==> config.mk <==
export PLATFORM = sky130hd
export DESIGN_NAME = ucf_uart_control_one
export DESIGN_NICKNAME = d
export VERILOG_FILES = /design/src/include/ucf_pkg.sv /design/src/core/ucf_uart_control_one.sv
export SDC_FILE = /design/constraint.sdc
export NUM_CORES = 1
export LEC_CHECK = 0
export ABC_AREA = 1
export BUFFER_PORTS_ARGS = -buffer_cell sky130_fd_sc_hd__buf_4
export CORE_MARGIN = 2
export CORE_UTILIZATION = 25
export CTS_CLUSTER_DIAMETER = 40
export CTS_CLUSTER_SIZE = 14
export DETAILED_ROUTE_END_ITERATION = 12
export PLACE_DENSITY_LB_ADDON = 0.3
export SETUP_SLACK_MARGIN = 0.15
export SYNTH_ARGS = -nofsm -noshare
export SYNTH_HDL_FRONTEND = slang
export SYNTH_SLANG_ARGS = --single-unit
==> constraint.sdc <==
create_clock -name sys_clk -period 2.3 [get_ports sys_clk]
set_input_delay 0.23 -clock sys_clk [delete_from_list [all_inputs] [get_ports sys_clk]]
set_output_delay 0.23 -clock sys_clk [all_outputs]
set_load 0.005 [all_outputs]
==> src/include/ucf_pkg.sv <==
package ucf_pkg;
  // register indices; byte address is four times the index
  localparam logic [11:0] IDX_CTL0 = 12'hf42;
  localparam logic [11:0] IDX_CTL1 = 12'hf43;
  localparam logic [11:0] IDX_ADDR_CMP = 12'hf45;
  localparam logic [11:0] IDX_BAUD_HI = 12'hf46;
  localparam logic [11:0] IDX_BAUD_LO = 12'hf47;
  localparam logic [11:0] IDX_IRQ_STATUS = 12'hf49;
  localparam logic [11:0] IDX_IRQ_ENABLE = 12'hf4a;
  localparam logic [11:0] IDX_IRQ_CLEAR = 12'hf4b;
  // control 0 fields used here
  localparam int CTL0_RX_ENABLE = 6;
  localparam int CTL0_PARITY_ON = 4;
  // control 1 fields
  localparam int CTL1_MODE_HI = 7;
  localparam int CTL1_NINE_BIT_ENABLE = 6;
  localparam int CTL1_MODE_LO = 5;
  localparam int CTL1_NINTH_BIT_TX_VALUE = 4;
  localparam int CTL1_DRIVER_ENABLE_POLARITY = 3;
  localparam int CTL1_BAUD_READBACK_IRQ_CTRL = 2;
  localparam int CTL1_RX_DATA_IRQ_GATE = 1;
  localparam int CTL1_INFRARED_PATH_ENABLE = 0;
  // interrupt status bits
  localparam int IRQ_RX_DATA = 0;
  localparam int IRQ_RX_ERROR = 1;
  localparam int IRQ_BAUD_TICK = 2;
  localparam int IRQ_BITS = 3;
  // reset values
  localparam logic [7:0] CTL_RESET = 8'h00;
  localparam logic [7:0] ADDR_CMP_RESET = 8'h00;
  localparam logic [7:0] BAUD_BYTE_RESET = 8'hff;
  localparam logic [IRQ_BITS-1:0] IRQ_RESET = 3'h0;
  // address filter policies
  typedef enum logic [1:0] {
    UCF_FILTER_ALL = 2'b00,
    UCF_FILTER_ADDR_ONLY = 2'b01,
    UCF_FILTER_MATCH_RUN = 2'b10,
    UCF_FILTER_MATCH_DATA = 2'b11
  } ucf_filter_e;
  // one received character from the deserialiser
  typedef struct packed {
    logic valid;
    logic [7:0] data;
    logic ninth;
    logic error;
  } ucf_rx_char_s;
  // transmit framing controls toward the serialiser
  typedef struct packed {
    logic nineBitFrame;
    logic ninthBit;
    logic parityOn;
  } ucf_tx_frame_s;
endpackage

==> src/core/ucf_uart_control_one.sv <==
// Design decision made here: the Wishbone register port.
`timescale 1ns/1ps
`default_nettype none
// What this block does
// - nine-bit enable switches to nine-bit framing; clear returns ordinary framing
// - mode 00: interrupt on every received byte, address or data
// - mode 01: interrupt only on address bytes
// - mode 10: interrupt on matching address and following data until mismatch
// - mode 11: interrupt only on data after a matching address
// - in nine-bit mode transmit ninth bit comes from the field
// - driver enable active high when polarity zero, active low when one
// - receiver off and baud control set: counter zero raises baud tick interrupt
// - baud byte reads give reload when control zero, live count when one
// - low byte read does not latch high byte
// - gate zero: data and errors interrupt; gate one: only errors
// - infrared field routes serial data through the encoder and decoder
// - nine-bit mode overrides parity enable
// - upper mode bit: address bytes compared, interrupts and availability only on match
module ucf_uart_control_one #(
  parameter int BAUD_WIDTH = 16
) (
  // clock, reset, enable
  input wire logic sys_clk,
  input wire logic reset,
  input wire logic clkEnable,
  // wishbone slave
  input wire logic wb_cyc_i,
  input wire logic wb_stb_i,
  input wire logic wb_we_i,
  input wire logic [15:0] wb_adr_i,
  input wire logic [3:0] wb_sel_i,
  input wire logic [31:0] wb_dat_i,
  output logic [31:0] wb_dat_o,
  output logic wb_ack_o,
  // receive and transmit cores
  input wire ucf_pkg::ucf_rx_char_s rxChar,
  input wire logic txActive,
  output ucf_pkg::ucf_tx_frame_s txFrame,
  output logic rxByteAvailable,
  output logic baudTick,
  // serial path
  input wire logic txSerial,
  input wire logic irEncodedTx,
  input wire logic rxPin,
  input wire logic irDecodedRx,
  output logic txPin,
  output logic rxToCore,
  output logic lineDriverEnable,
  // interrupt
  output logic irq
);
  logic [7:0] ctl0;
  logic [7:0] ctl1;
  logic [7:0] addrCompare;
  logic [15:0] baudReload;
  logic [BAUD_WIDTH-1:0] baudDividerCounter;
  logic [ucf_pkg::IRQ_BITS-1:0] irqStatus;
  logic [ucf_pkg::IRQ_BITS-1:0] irqEnable;
  logic lastAddrMatched;
  logic busReq;
  logic wrStrobe;
  logic [11:0] regIdx;
  logic nineBitEnable;
  logic rxEnabled;
  logic baudReadbackIrqCtrl;
  ucf_pkg::ucf_filter_e addrFilterMode;
  logic isAddrByte;
  logic addrMatch;
  logic passByte;
  logic rxDataEvent;
  logic [ucf_pkg::IRQ_BITS-1:0] setEvents;
  logic [ucf_pkg::IRQ_BITS-1:0] clearMask;
  logic [15:0] baudView;
  logic [7:0] next_readByte;

  assign busReq = wb_cyc_i && wb_stb_i && !wb_ack_o;
  assign wrStrobe = busReq && wb_we_i && wb_sel_i[0];
  assign regIdx = wb_adr_i[13:2];
  assign nineBitEnable = ctl1[ucf_pkg::CTL1_NINE_BIT_ENABLE];
  assign rxEnabled = ctl0[ucf_pkg::CTL0_RX_ENABLE];
  assign baudReadbackIrqCtrl = ctl1[ucf_pkg::CTL1_BAUD_READBACK_IRQ_CTRL];
  assign addrFilterMode = ucf_pkg::ucf_filter_e'({ctl1[ucf_pkg::CTL1_MODE_HI],
                                                  ctl1[ucf_pkg::CTL1_MODE_LO]});
  assign isAddrByte = nineBitEnable && rxChar.ninth;
  assign addrMatch = rxChar.data == addrCompare;

  // decides whether a received character is passed on and interrupts
  always_comb
  begin
    passByte = 1'b1;
    if (nineBitEnable)
    begin
      case (addrFilterMode)
        ucf_pkg::UCF_FILTER_ALL: passByte = 1'b1;
        ucf_pkg::UCF_FILTER_ADDR_ONLY: passByte = isAddrByte;
        ucf_pkg::UCF_FILTER_MATCH_RUN:
          passByte = isAddrByte ? addrMatch : lastAddrMatched;
        ucf_pkg::UCF_FILTER_MATCH_DATA:
          passByte = !isAddrByte && lastAddrMatched;
        default: passByte = 1'b0;
      endcase
    end
  end

  assign rxDataEvent = rxChar.valid && !rxChar.error && passByte;
  assign clearMask = (wrStrobe && regIdx == ucf_pkg::IDX_IRQ_CLEAR) ?
                     wb_dat_i[ucf_pkg::IRQ_BITS-1:0] : ucf_pkg::IRQ_RESET;
  assign baudView = baudReadbackIrqCtrl ? baudDividerCounter[15:0] : baudReload;

  always_comb
  begin
    setEvents = ucf_pkg::IRQ_RESET;
    setEvents[ucf_pkg::IRQ_RX_DATA] = rxDataEvent &&
                                      !ctl1[ucf_pkg::CTL1_RX_DATA_IRQ_GATE];
    setEvents[ucf_pkg::IRQ_RX_ERROR] = rxChar.valid && rxChar.error;
    setEvents[ucf_pkg::IRQ_BAUD_TICK] = baudTick && !rxEnabled && baudReadbackIrqCtrl;
  end

  always_comb
  begin
    next_readByte = 8'h00;
    case (regIdx)
      ucf_pkg::IDX_CTL0: next_readByte = ctl0;
      ucf_pkg::IDX_CTL1: next_readByte = ctl1;
      ucf_pkg::IDX_ADDR_CMP: next_readByte = addrCompare;
      ucf_pkg::IDX_BAUD_HI: next_readByte = baudView[15:8];
      ucf_pkg::IDX_BAUD_LO: next_readByte = baudView[7:0];
      ucf_pkg::IDX_IRQ_STATUS: next_readByte = {5'h00, irqStatus};
      ucf_pkg::IDX_IRQ_ENABLE: next_readByte = {5'h00, irqEnable};
      default: next_readByte = 8'h00;
    endcase
  end

  // bus answer one cycle after the request
  always_ff @(posedge sys_clk)
  begin
    if (reset)
    begin
      wb_ack_o <= 1'b0;
      wb_dat_o <= 32'h00000000;
    end
    else if (clkEnable)
    begin
      wb_ack_o <= busReq;
      wb_dat_o <= busReq ? {24'h000000, next_readByte} : 32'h00000000;
    end
  end

  // configuration registers
  always_ff @(posedge sys_clk)
  begin
    if (reset)
    begin
      ctl0 <= ucf_pkg::CTL_RESET;
      ctl1 <= ucf_pkg::CTL_RESET;
      addrCompare <= ucf_pkg::ADDR_CMP_RESET;
      baudReload <= {ucf_pkg::BAUD_BYTE_RESET, ucf_pkg::BAUD_BYTE_RESET};
      irqEnable <= ucf_pkg::IRQ_RESET;
    end
    else if (clkEnable && wrStrobe)
    begin
      case (regIdx)
        ucf_pkg::IDX_CTL0: ctl0 <= wb_dat_i[7:0];
        ucf_pkg::IDX_CTL1: ctl1 <= wb_dat_i[7:0];
        ucf_pkg::IDX_ADDR_CMP: addrCompare <= wb_dat_i[7:0];
        ucf_pkg::IDX_BAUD_HI: baudReload[15:8] <= wb_dat_i[7:0];
        ucf_pkg::IDX_BAUD_LO: baudReload[7:0] <= wb_dat_i[7:0];
        ucf_pkg::IDX_IRQ_ENABLE: irqEnable <= wb_dat_i[ucf_pkg::IRQ_BITS-1:0];
        default: ;
      endcase
    end
  end

  // baud down-counter, reloads on reaching zero
  always_ff @(posedge sys_clk)
  begin
    if (reset)
    begin
      baudDividerCounter <= BAUD_WIDTH'({ucf_pkg::BAUD_BYTE_RESET, ucf_pkg::BAUD_BYTE_RESET});
      baudTick <= 1'b0;
    end
    else if (clkEnable)
    begin
      baudTick <= baudDividerCounter == '0;
      if (baudDividerCounter == '0)
        baudDividerCounter <= BAUD_WIDTH'(baudReload);
      else
        baudDividerCounter <= baudDividerCounter - 1'b1;
    end
  end

  // remembers whether the latest address byte matched
  always_ff @(posedge sys_clk)
  begin
    if (reset)
      lastAddrMatched <= 1'b0;
    else if (clkEnable && rxChar.valid && !rxChar.error && isAddrByte)
      lastAddrMatched <= addrMatch;
  end

  // sticky status; a new event wins over a clear in the same cycle
  always_ff @(posedge sys_clk)
  begin
    if (reset)
      irqStatus <= ucf_pkg::IRQ_RESET;
    else if (clkEnable)
      irqStatus <= (irqStatus & ~clearMask) | setEvents;
  end

  always_ff @(posedge sys_clk)
  begin
    if (reset)
    begin
      irq <= 1'b0;
      rxByteAvailable <= 1'b0;
    end
    else if (clkEnable)
    begin
      irq <= |(((irqStatus & ~clearMask) | setEvents) & irqEnable);
      rxByteAvailable <= rxDataEvent;
    end
  end

  // framing, driver enable and serial routing
  always_ff @(posedge sys_clk)
  begin
    if (reset)
    begin
      txFrame <= '0;
      lineDriverEnable <= 1'b0;
      txPin <= 1'b1;
      rxToCore <= 1'b1;
    end
    else if (clkEnable)
    begin
      txFrame.nineBitFrame <= nineBitEnable;
      txFrame.ninthBit <= nineBitEnable && ctl1[ucf_pkg::CTL1_NINTH_BIT_TX_VALUE];
      txFrame.parityOn <= ctl0[ucf_pkg::CTL0_PARITY_ON] && !nineBitEnable;
      lineDriverEnable <= txActive ^ ctl1[ucf_pkg::CTL1_DRIVER_ENABLE_POLARITY];
      txPin <= ctl1[ucf_pkg::CTL1_INFRARED_PATH_ENABLE] ? irEncodedTx : txSerial;
      rxToCore <= ctl1[ucf_pkg::CTL1_INFRARED_PATH_ENABLE] ? irDecodedRx : rxPin;
    end
  end

  AST_NINTH_BIT: assert property (@(posedge sys_clk) disable iff (reset)
    clkEnable |=> (txFrame.ninthBit == ($past(nineBitEnable) &&
      $past(ctl1[ucf_pkg::CTL1_NINTH_BIT_TX_VALUE]))))
    else $error("ninth bit does not follow field");
  AST_PARITY_OVERRIDE: assert property (@(posedge sys_clk) disable iff (reset)
    txFrame.nineBitFrame |-> !txFrame.parityOn)
    else $error("parity active in nine-bit mode");
  AST_DRIVER_POL: assert property (@(posedge sys_clk) disable iff (reset)
    clkEnable |=> lineDriverEnable == ($past(txActive) ^
      $past(ctl1[ucf_pkg::CTL1_DRIVER_ENABLE_POLARITY])))
    else $error("driver enable polarity wrong");
  AST_ADDR_ONLY: assert property (@(posedge sys_clk) disable iff (reset)
    (clkEnable && nineBitEnable && addrFilterMode == ucf_pkg::UCF_FILTER_ADDR_ONLY
      && rxChar.valid && !rxChar.ninth) |=> !rxByteAvailable)
    else $error("data byte passed in address-only mode");
  AST_MATCH_DATA: assert property (@(posedge sys_clk) disable iff (reset)
    (clkEnable && nineBitEnable && addrFilterMode == ucf_pkg::UCF_FILTER_MATCH_DATA
      && rxChar.valid && rxChar.ninth) |=> !rxByteAvailable)
    else $error("address byte passed in match-data mode");
  AST_ALL_BYTES: assert property (@(posedge sys_clk) disable iff (reset)
    (clkEnable && (!nineBitEnable || addrFilterMode == ucf_pkg::UCF_FILTER_ALL)
      && rxChar.valid && !rxChar.error) |=> rxByteAvailable)
    else $error("byte dropped in pass-all mode");
  AST_DATA_GATE: assert property (@(posedge sys_clk) disable iff (reset)
    (clkEnable && ctl1[ucf_pkg::CTL1_RX_DATA_IRQ_GATE] && !irqStatus[ucf_pkg::IRQ_RX_DATA]
      && !rxChar.error) |=> !irqStatus[ucf_pkg::IRQ_RX_DATA])
    else $error("gated data raised interrupt");
  AST_BAUD_IRQ: assert property (@(posedge sys_clk) disable iff (reset)
    (clkEnable && baudTick && !rxEnabled && baudReadbackIrqCtrl)
      |=> irqStatus[ucf_pkg::IRQ_BAUD_TICK])
    else $error("baud tick did not set status");
  AST_MATCH_RUN: assert property (@(posedge sys_clk) disable iff (reset)
    (clkEnable && nineBitEnable && addrFilterMode == ucf_pkg::UCF_FILTER_MATCH_RUN
      && rxChar.valid && !rxChar.error && rxChar.ninth && !addrMatch) |=> !rxByteAvailable)
    else $error("mismatched address passed");
endmodule
`default_nettype wire

==> results of run 1 <==
-- cell families after synthesis --
| group | after synthesis | share of synthesized area (%) |
|---|---|---|
| adder cells (fa/ha/maj) | 2 | 0.5553 |
| AO/OA/AOI/OAI | 164 | 21.85 |
| flip-flops | 81 | 35.99 |
| AND/OR/NAND/NOR | 255 | 24.60 |
| buffers and inverters | 125 | 13.25 |
| XOR/XNOR | 12 | 2.333 |
| other | 1 | 0.08323 |
| multiplexers | 6 | 1.333 |
-- how the worst max path moves through the flow --
stage	cells after the start	slack, ns	end	from
after CTS	8	0.44	baudDividerCounter[8]$_SDFFE_PP1P_	baudDividerCounter[5]$_SDFFE_PP1P_
after floorplan	9	0.83	baudDividerCounter[3]$_SDFFE_PP1P_	baudDividerCounter[5]$_SDFFE_PP1P_
after global routing	8	0.33	baudDividerCounter[8]$_SDFFE_PP1P_	baudDividerCounter[5]$_SDFFE_PP1P_
after global placement	10	0.44	baudReload[6]$_SDFFE_PP1P_	wb_adr_i[11]
after detailed placement	10	0.44	baudReload[6]$_SDFFE_PP1P_	wb_adr_i[11]
final	8	0.44	baudDividerCounter[8]$_SDFFE_PP1P_	baudDividerCounter[5]$_SDFFE_PP1P_
-- flip-flops by register name, indices dropped and copies added (netlist names), 3 cells and up --
name	cells
addrCompare	8
baudDividerCounter	16
baudReload	16
ctl0	8
ctl1	8
irqEnable	3
irqStatus	3
txFrame	3
wb_dat_o	8
-- cell type report --
class                   instances  area, um2  area share, %
clock buffers                   9      225.2          4.149
repair buffers                 77      578.1          10.65
multi-input cells             463       2374          43.73
clock inverters                 7      61.31          1.130
well taps                     229      286.5          5.279
inverters                      75      281.5          5.187
flip-flops and latches         81       1622          29.88
-- per-layer routing --
layer / vias to the layer above / GRT usage [%]
met2: 94 / 23.94
met4: 0 / 5.371
met5: - / 0
met1: 1899 / 17.57
met3: 19 / 1.663
li1: 2212 / -
-- through the flow --
| step | area (um2) | utilization (%) | power [uW] | std cells | hold slack [ns] |
|---|---|---|---|---|---|
| after floorplan | 4592 | - | 1662 | 669 | 0.3604 |
| after global placement | 5141 | 28.82 | 1758 | 925 | 0.4599 |
| after detailed placement | 5141 | 28.82 | 1760 | 925 | 0.4595 |
| after CTS | 5428 | 30.42 | 3162 | 941 | 0.1364 |
| after global routing | 5428 | 30.42 | 3262 | 941 | 0.1429 |
| final | 5428 | 30.42 | 3142 | 941 | 0.1454 |
-- power by group through the flow --
stage	Sequential, uW	Combinational [uW]	Clock (uW)
detailed placement	1490	273	0
floorplan	1480	182	0
global route	1460	306	1500
finish	1460	272	1410
CTS	1460	273	1430
global placement	1490	271	0
-- worst register-to-register path, stage by stage (launching register included) --
cell and delay, ns:
dfxtp_1 0.36, nor2_2 0.18, nand3_1 0.14, or2_1 0.24, nor2_2 0.10, nand2_2 0.19
buf_4 0.24, o211ai_1 0.17, o211ai_1 0.10
-- cells in the mapped netlist --
cell type	number	area share, %
nand2_1	129	11
dfxtp_1	81	36
inv_1	67	5.6
nor2_1	65	5.4
o21ai_0	57	6.3
a21oi_1	44	4.9
nand3_1	30	3.3
o211ai_1	28	4.7
buf_4	27	4.5
clkbuf_1	17	1.4
a211oi_1	12	2.0
nor2_2	9	1.2
inv_2	7	0.58
o21ai_1	7	0.78
mux2i_1	6	1.3
o22ai_1	6	0.83
xnor2_1	6	1.2
xor2_1	6	1.2
a211oi_2	4	1.1
nand2_2	4	0.56
nor3_1	4	0.44
buf_2	3	0.33
buf_6	3	0.75
nand4_1	3	0.42
nor3_4	3	1.1
ha_1	2	0.56
nor3b_1	2	0.33
nor4_1	2	0.28
o21ai_2	2	0.39
o21bai_1	2	0.33
clkinv_1	1	0.083
conb_1	1	0.083
nor2_4	1	0.25
nor2b_1	1	0.14
nor3_2	1	0.22
o21a_4	1	0.33
o221ai_1	1	0.19
or2_1	1	0.14
==> run metrics, run 1 <==
result of the run=complete, no violations; FF-to-FF path depth=8; fraction of final layout cells with drive strength greater than 1=~18%; vias in the first global route=4,123; maximum number of pins on one net before global-route repair=39; Total Negative Setup Slacks=0 ns; antenna fix cells=0; max capacitance violation total=0; area growth from synthesis to final layout=20.47%; IO Count=about 120; clock-pin slew of the registers on the worst-case setup and hold paths=0.07 ns; post-route clock skew=0.006894 ns; power share of the combinational group=between 8 and 9%; crit path launch type=flop; 1st-iter DRT viols=between 200 and 250; source of the worst register-to-register timing path=baudDividerCounter[5]$_SDFFE_PP1P_; number of levels in the clock H-tree=3; number of warnings reported in the yosys synthesis log=0; Core Box Area=~18,000 um2; RSZ-0062 raised after global routing=no; pins over their slew limit=0; overall routing resource usage=13.82%; final-report hold violation count=0; sequential fraction of design power=about 46%; worst min path class=in -> reg; WP data required=2.51 ns; TritonCTS clock tree=yes; post-CTS resize count=0; initial antenna violation count=0; number of nets in the final layout=783; Worst path slowest cell=dfxtp_1; DR vias=around 4,200; initial cell density of the core=between 20% and 30%; fraction of power spent switching nets=27.04%; final worst-path setup slack=0.4438 ns; worst-path cell chain=nor2_2 > nand3_1 > or2_1 > nor2_2 > nand2_2 > buf_4 > o211ai_1 > o211ai_1; type of the worst setup path=reg -> reg; DRC violation count after routing=0; setup slack, reg-to-reg=0.44 ns; crit-path max cell delay=0.36 ns; number of standard-cell rows in the floorplan=49; met2 wire len=about 6300 um; Filler Cell Count=a little under 2,000; DR WL/cell=13.88 um; leakage=0.002312 uW; Final setup violation count=0; via density per instance=around 4.5; most frequent standard cell in the layout excluding fill and tap cells=nand2_1; Root Buffer Master=clkbuf_16; Post-CTS Repair Setup Buffers=0; Final Cycle Share=80.71%; final HPWL from detailed placement=around 10000 um; final RePlAce weighted congestion=0.8664; worst path bufs/invs=1; Hold Path Depth=3; setup slack after placement=0.4387 ns; sequential-to-total area share from yosys stat=35.99%; kind of end point of the critical path=flop; DRT antenna net count=0; clock latency on the worst-skew pair=0.34 ns; Post-Syn Instances=646; maximum clock insertion buffer count=2; upper clock frequency limit=538.7 MHz; gr ovfl total=0; # hold bufs at CTS=0; share of total power in the clock network=45.0%; Hold Path Origin=wb_dat_i[6]; number of distinct standard cells referenced by the synthesized netlist=38; first-pass GRT wire length=21,280 um; die area=19,110 um2; critical path fanouts, max=14; post-route met1 wirelength=6055 um; internal portion of total power=roughly 2300 uW; commonest cells after routing, fill and taps aside=129 x nand2_1, 81 x dfxtp_1, 77 x buf_4, 67 x inv_1, 65 x nor2_1; worst r2r dst=baudDividerCounter[8]$_SDFFE_PP1P_; # port buffers=60; clock sink count=81; Chip Width=~140 um; metal3 WL=415 um; endpoint arrival time on the critical path=2.07 ns; average footprint of a synthesized cell=6.975 um2; final critical path time including I/O delays and setup=1.856 ns; end point of the worst hold path=baudReload[14]$_SDFFE_PP1P_; Psw=849.5 uW; Worst VDD drop=0.0002790 V; length of the first detailed-routing pass in iterations=5; highest metal layer with signal wires=met4; pwr dens=578.9 nW/um2; CTS Buf Count=9; post-synthesis instance area=4506 um2; Synth Register Bits=81; top cell family by delay on the critical path=simple AND/OR/NAND/NOR gates; WL final=13,060 um; Die H=138.2 um
(Power assumes the default switching activity.)
==> inputs of run 2 (changes only) <==
Clock period 2.3 ns to 1.5 ns, I/O delays scaled along.
==> run metrics, run 2 (synthesis results as in run 1) <==
IO Count=116 (unchanged); upper clock frequency limit=642.0 MHz (+19%); Chip Width=138.2 um (unchanged); via density per instance=4.539 (+1.1%); Die H=138.2 um (unchanged); initial cell density of the core=25.25% (unchanged); Worst VDD drop=0.0005141 V (+84%); endpoint arrival time on the critical path=1.77 ns (-0.30 ns); Worst path slowest cell=dfxtp_2; worst min path class=in -> reg; DRT antenna net count=0 (unchanged); post-route clock skew=0.004832 ns (-0.002062 ns); setup slack after placement=-0.1193 ns (-0.5581 ns); clock latency on the worst-skew pair=0.34 ns (about the same); area growth from synthesis to final layout=51.43%; vias in the first global route=4,413 (+7.0%); type of the worst setup path=reg -> reg; crit-path max cell delay=0.33 ns (-0.03 ns); result of the run=finished with violations; final RePlAce weighted congestion=0.8276 (-4.5%); DR vias=4,666 (+10%); registers with the most flip-flops=baudDividerCounter (16), baudReload (16); gr ovfl total=0 (unchanged); # hold bufs at CTS=0 (unchanged); total placed instance area=5670 um2 (+10%); Filler Cell Count=1,890 (-4.4%); final HPWL from detailed placement=10,610 um (+7.9%); DRC violation count after routing=0 (unchanged); antenna fix cells=0 (unchanged); top cell family by delay on the critical path=simple AND/OR/NAND/NOR gates; worst path bufs/invs=1 (unchanged); crit path launch type=flop; Core Box Area=17,840 um2 (unchanged); kind of end point of the critical path=flop; pins over their slew limit=0 (unchanged); max capacitance violation total=0 (unchanged); cell area after layout=6823 um2 (+26%); # port buffers=60 (unchanged); maximum clock insertion buffer count=2 (unchanged); length of the first detailed-routing pass in iterations=4 (-1); pwr dens=787.6 nW/um2 (+36%); Root Buffer Master=clkbuf_16; Final Cycle Share=103.8% (+23 points); most frequent standard cell in the layout excluding fill and tap cells=buf_4; initial antenna violation count=0 (unchanged); WP data required=1.72 ns (-0.79 ns); RSZ-0062 raised after global routing=yes; number of standard-cell rows in the floorplan=49 (unchanged); multi-input logic area=2895 um2 (+22%); FF+latch area=1642 um2 (+1.2%); Final setup violation count=5 (+5); fraction of final layout cells with drive strength greater than 1=41.18% (+24 points); die area=19,110 um2 (unchanged); worst-path cell chain=inv_4 > ha_4 > nand2_2 > nor4_2 > nand4_1 > nor2b_1 > o21ai_1 > nand3_1; clock-pin slew of the registers on the worst-case setup and hold paths=0.06 ns (about the same); WL final=14,400 um (+10%); DR WL/cell=14.01 um (+0.93%); overall routing resource usage=14.73% (+0.90 points); maximum number of pins on one net before global-route repair=39 (unchanged); TritonCTS clock tree=yes; violated checks=negative setup slack; CTS Buf Count=9 (unchanged); commonest cells after routing, fill and taps aside=137 x buf_4, 105 x nand2_1, 69 x dfxtp_1, 59 x inv_1, 39 x a21oi_1; critical path fanouts, max=4 (-10); clock sink count=81 (unchanged); number of nets in the final layout=870 (+11%); final-report hold violation count=0 (unchanged); leakage=0.002932 uW (+27%); first-pass GRT wire length=22,590 um (+6.2%); 1st-iter DRT viols=147 (-36%); final critical path time including I/O delays and setup=1.558 ns (-0.2985 ns); final worst-path setup slack=-0.05769 ns (-0.5015 ns); number of levels in the clock H-tree=3 (unchanged)
## run 2: final timing paths
kind | from | to | slack, ns | cells past startpoint
worst max-delay path | baudDividerCounter[1]$_SDFFE_PP1P_ | baudDividerCounter[2]$_SDFFE_PP1P_ | -0.06 | 8
worst min-delay path | irEncodedTx | txPin$_SDFFE_PP1P_ | 0.07 | 3
worst max register to register | baudDividerCounter[1]$_SDFFE_PP1P_ | baudDividerCounter[2]$_SDFFE_PP1P_ | -0.06 | 8
worst min register to register | wb_dat_o[0]$_SDFFE_PP0P_ | wb_dat_o[0]$_SDFFE_PP0P_ | 0.47 | 2
## run 2: layer usage
metal  routed length (um)  track usage (%)  vias up
li1                     -                -     2392
met5                    0                0        -
met3                  436            2.355       21
met1                 6503            18.85     2150
met4                  334            5.048        0
met2                 7130            25.25      103
## run 2: where the power goes
part	switching, uW	leakage, uW	internal, uW
combinational	323	0.00210	253
sequential	32.4	0.000661	2190
clock	935	0.000169	1640
total	1290	0.00293	4080
## run 2: cell type report
type | instances | share of cell area, %
inverter | 75 | 4.273
clock buffer | 10 | 3.356
timing repair buffer | 163 | 19.99
clock inverter | 6 | 1.687
multi-input combinational | 464 | 42.44
sequential | 81 | 24.06
tap | 229 | 4.200
## run 2: timing repair
action,in CTS,in global routing
buffers inserted,12,9
endpoints found under the setup margin,52,71
gates cloned,1,3
resized for setup,60,139
pin swaps,21,37
## run 2: stage by stage
stage                     hold slack, ns   TNS, ns  power, uW  util (%)  cells
final                            0.07025  -0.09557       5373     38.24   1028
after global routing             0.07476    -1.916       5587     38.24   1028
after floorplan                   0.2804         0       2553         -    669
after detailed placement          0.4122    -1.575       2786     31.78    987
after global placement            0.4065    -1.545       2782     31.78    987
after CTS                        0.05577   -0.1264       5395     35.28   1016
## run 2: tightest hold or removal path, cell delays in order
cell,delay (ns)
buf_4,0.07
nor2_1,0.03
o21ai_0,0.13
==> inputs of run 3 (changes only) <==
Settings changed: ABC_AREA 1 to default.
==> run metrics, run 3 <==
final hold slack=0.06201 ns (-0.008245 ns); average footprint of a synthesized cell=8.512 um2 (+22%); most instantiated flip-flop cell in the synthesis netlist=dfxtp_1; Filler Cell Count=1,813 (-4.1%); sequential-to-total area share from yosys stat=36.08% (+0.090 points); clock-pin slew of the registers on the worst-case setup and hold paths=0.07 ns (about the same); leading cell types by count after synthesis=81 x dfxtp_1, 49 x nand2_1, 44 x nor2_1, 39 x mux2i_1; kind of end point of the critical path=flop; initial antenna violation count=0 (unchanged); antenna fix cells=0 (unchanged); number of nets in the final layout=744 (-14%); FF+latch area=1663 um2 (+1.3%); endpoint arrival time on the critical path=1.97 ns (+0.20 ns); final RePlAce weighted congestion=0.8739 (+5.6%); Yosys top cell area share=36.08% (+0.090 points); IO Count=116 (unchanged); setup slack, reg-to-reg=-0.25 ns (-0.19 ns); number of warnings reported in the yosys synthesis log=0 (unchanged); most frequent standard cell in the layout excluding fill and tap cells=buf_4; registers with the most flip-flops=baudDividerCounter (16), baudReload (16); pwr dens=700.3 nW/um2 (-11%); tightest slew margin relative to the limit=between 60% and 70%; result of the run=finished with violations; Worst path slowest cell=dfxtp_2; final HPWL from detailed placement=10,470 um (-1.3%); maximum number of pins on one net before global-route repair=38 (-2.6%); Final setup violation count=55 (+50); # port buffers=60 (unchanged); first-pass GRT wire length=22,690 um (+0.46%); TritonCTS clock tree=yes; number of distinct standard cells referenced by the synthesized netlist=57 (+50%); CTS Buf Count=9 (unchanged); Root Buffer Master=clkbuf_16; actual transition at the worst max-transition pin=0.5676 ns; clock latency on the worst-skew pair=0.34 ns (about the same); post-synthesis instance area=4494 um2 (-0.25%); number of levels in the clock H-tree=3 (unchanged); most repeated cell in the gate-level netlist after synthesis=dfxtp_1; leakage=0.002795 uW (-4.7%); Synth area leader=dfxtp_1; setup slack after placement=-0.3045 ns (-0.1851 ns); commonest cells after routing, fill and taps aside=132 x buf_4, 56 x dfxtp_1, 44 x nor2_1, 39 x nand2_1, 38 x mux2i_1; Core Box Area=17,780 um2 (-0.34%); die area=19,070 um2 (-0.24%); Chip Width=138.1 um (-0.12%); length of the first detailed-routing pass in iterations=4 (unchanged); Worst VDD drop=0.0005405 V (+5.1%); final worst-path setup slack=-0.2471 ns (-0.1894 ns); Total Negative Setup Slacks=-5.815 ns (-5.719 ns); type of the worst setup path=reg -> reg; worst-path cell chain=nor4_4 > nand3_4 > or2_4 > mux2_4 > a221o_1; WP data required=1.73 ns (about the same); # hold bufs at CTS=0 (unchanged); ranking of synthesized cells by area=dfxtp_1 36%, mux2i_1 8.7%, nand2_1 4.1%; clock sink count=81 (unchanged); gr ovfl total=0 (unchanged); number of standard-cell rows in the floorplan=49 (unchanged); proportion of register bits with asynchronous set or reset after synthesis=0% (unchanged); initial cell density of the core=25.28% (about the same); vias in the first global route=4,308 (-2.4%); max capacitance violation total=0 (unchanged); via density per instance=4.836 (+6.5%); crit path launch type=flop; worst min path class=in -> reg; fraction of final layout cells with drive strength greater than 1=44.43% (+3.3 points); Final Total Pwr=4713 uW (-12%); final-report hold violation count=0 (unchanged); Final Cycle Share=116.5% (+13 points); DR vias=4,362 (-6.5%); violated checks=negative setup slack; area growth from synthesis to final layout=49.75%; crit-path max cell delay=0.34 ns (about the same); maximum clock insertion buffer count=2 (unchanged); DRT antenna net count=0 (unchanged); DRC violation count after routing=0 (unchanged); critical path fanouts, max=3 (-1); RSZ-0062 raised after global routing=yes; Synth Register Bits=81 (unchanged); WL final=14,290 um (-0.80%); multi-input logic area=3014 um2 (+4.1%); Post-Syn Instances=528 (-18%); final critical path time including I/O delays and setup=1.747 ns (+0.1894 ns); count of flip-flops with a built-in enable after synthesis=0 (unchanged); post-route clock skew=0.008113 ns (+0.003282 ns); DR WL/cell=15.84 um (+13%); overall routing resource usage=14.69% (-0.039 points); upper clock frequency limit=572.4 MHz (-11%); 1st-iter DRT viols=326 (+120%); pins over their slew limit=0 (unchanged); Die H=138.1 um (-0.12%); final core utilization=37.85% (-0.39 points)
[run 3: worst max-delay path: cells and delay by family (launching register included)]
| family | cells | cell delay [ns] |
|---|---|---|
| compound gates | 1 | 0.30 |
| flops | 1 | 0.34 |
| mux | 1 | 0.30 |
| simple gates | 3 | 0.70 |
[run 3: power breakdown]
part           switching (uW)  total (uW)  internal (uW)  leakage [uW]
Sequential               12.3        2170           2160      0.000655
Clock                     898        2070           1170      0.000129
Combinational             253         474            221       0.00201
[run 3: final cells by class]
type	instances	area share [%]
clock inverters	4	0.4276
well taps	229	4.257
flip-flops and latches	81	24.71
repair buffers	163	20.88
clock buffers	12	3.662
inverters	23	1.283
multi-input cells	390	44.79
[run 3: final timing paths]
| check | endpoint | from | cells past startpoint |
|---|---|---|---|
| worst min-delay path | baudReload[7]$_SDFFE_PP1P_ | wb_dat_i[7] | 3 |
| worst max register to register | baudDividerCounter[14]$_SDFFE_PP1P_ | baudDividerCounter[11]$_SDFFE_PP1P_ | 5 |
| worst max-delay path | baudDividerCounter[14]$_SDFFE_PP1P_ | baudDividerCounter[11]$_SDFFE_PP1P_ | 5 |
| worst min register to register | wb_dat_o[2]$_SDFFE_PP0P_ | wb_dat_o[2]$_SDFFE_PP0P_ | 2 |
[run 3: cells by family after synthesis]
group / after synthesis / share of synthesized area [%]
buffers and inverters: 80 / 9.048
and+or+nand+nor: 187 / 22.22
AOI/OAI and AO/OA: 112 / 15.56
muxes: 56 / 14.70
xor gates and xnor gates: 9 / 1.754
adders and majority gates: 2 / 0.5567
DFF: 81 / 36.08
other: 1 / 0.08344
[run 3: metal layers]
metal / vias to the layer above / wire, um / GRT usage [%]
li1: 2112 / - / -
met1: 2104 / 6489 / 19.32
met2: 131 / 6871 / 24.18
met3: 15 / 735 / 3.256
met4: 0 / 193 / 4.404
met5: - / 0 / 0
[run 3: repair_timing]
item,in CTS,in global routing
setup endpoints to repair,72,73
pin swaps,33,28
gates resized for setup,71,62
buffers inserted,9,5
gates cloned,0,0
[run 3: metrics by stage]
stage | area, um2 | instances
after floorplan | 4781 | 551
after global placement | 5864 | 872
after detailed placement | 5864 | 872
after CTS | 6441 | 897
after global routing | 6730 | 902
final | 6730 | 902
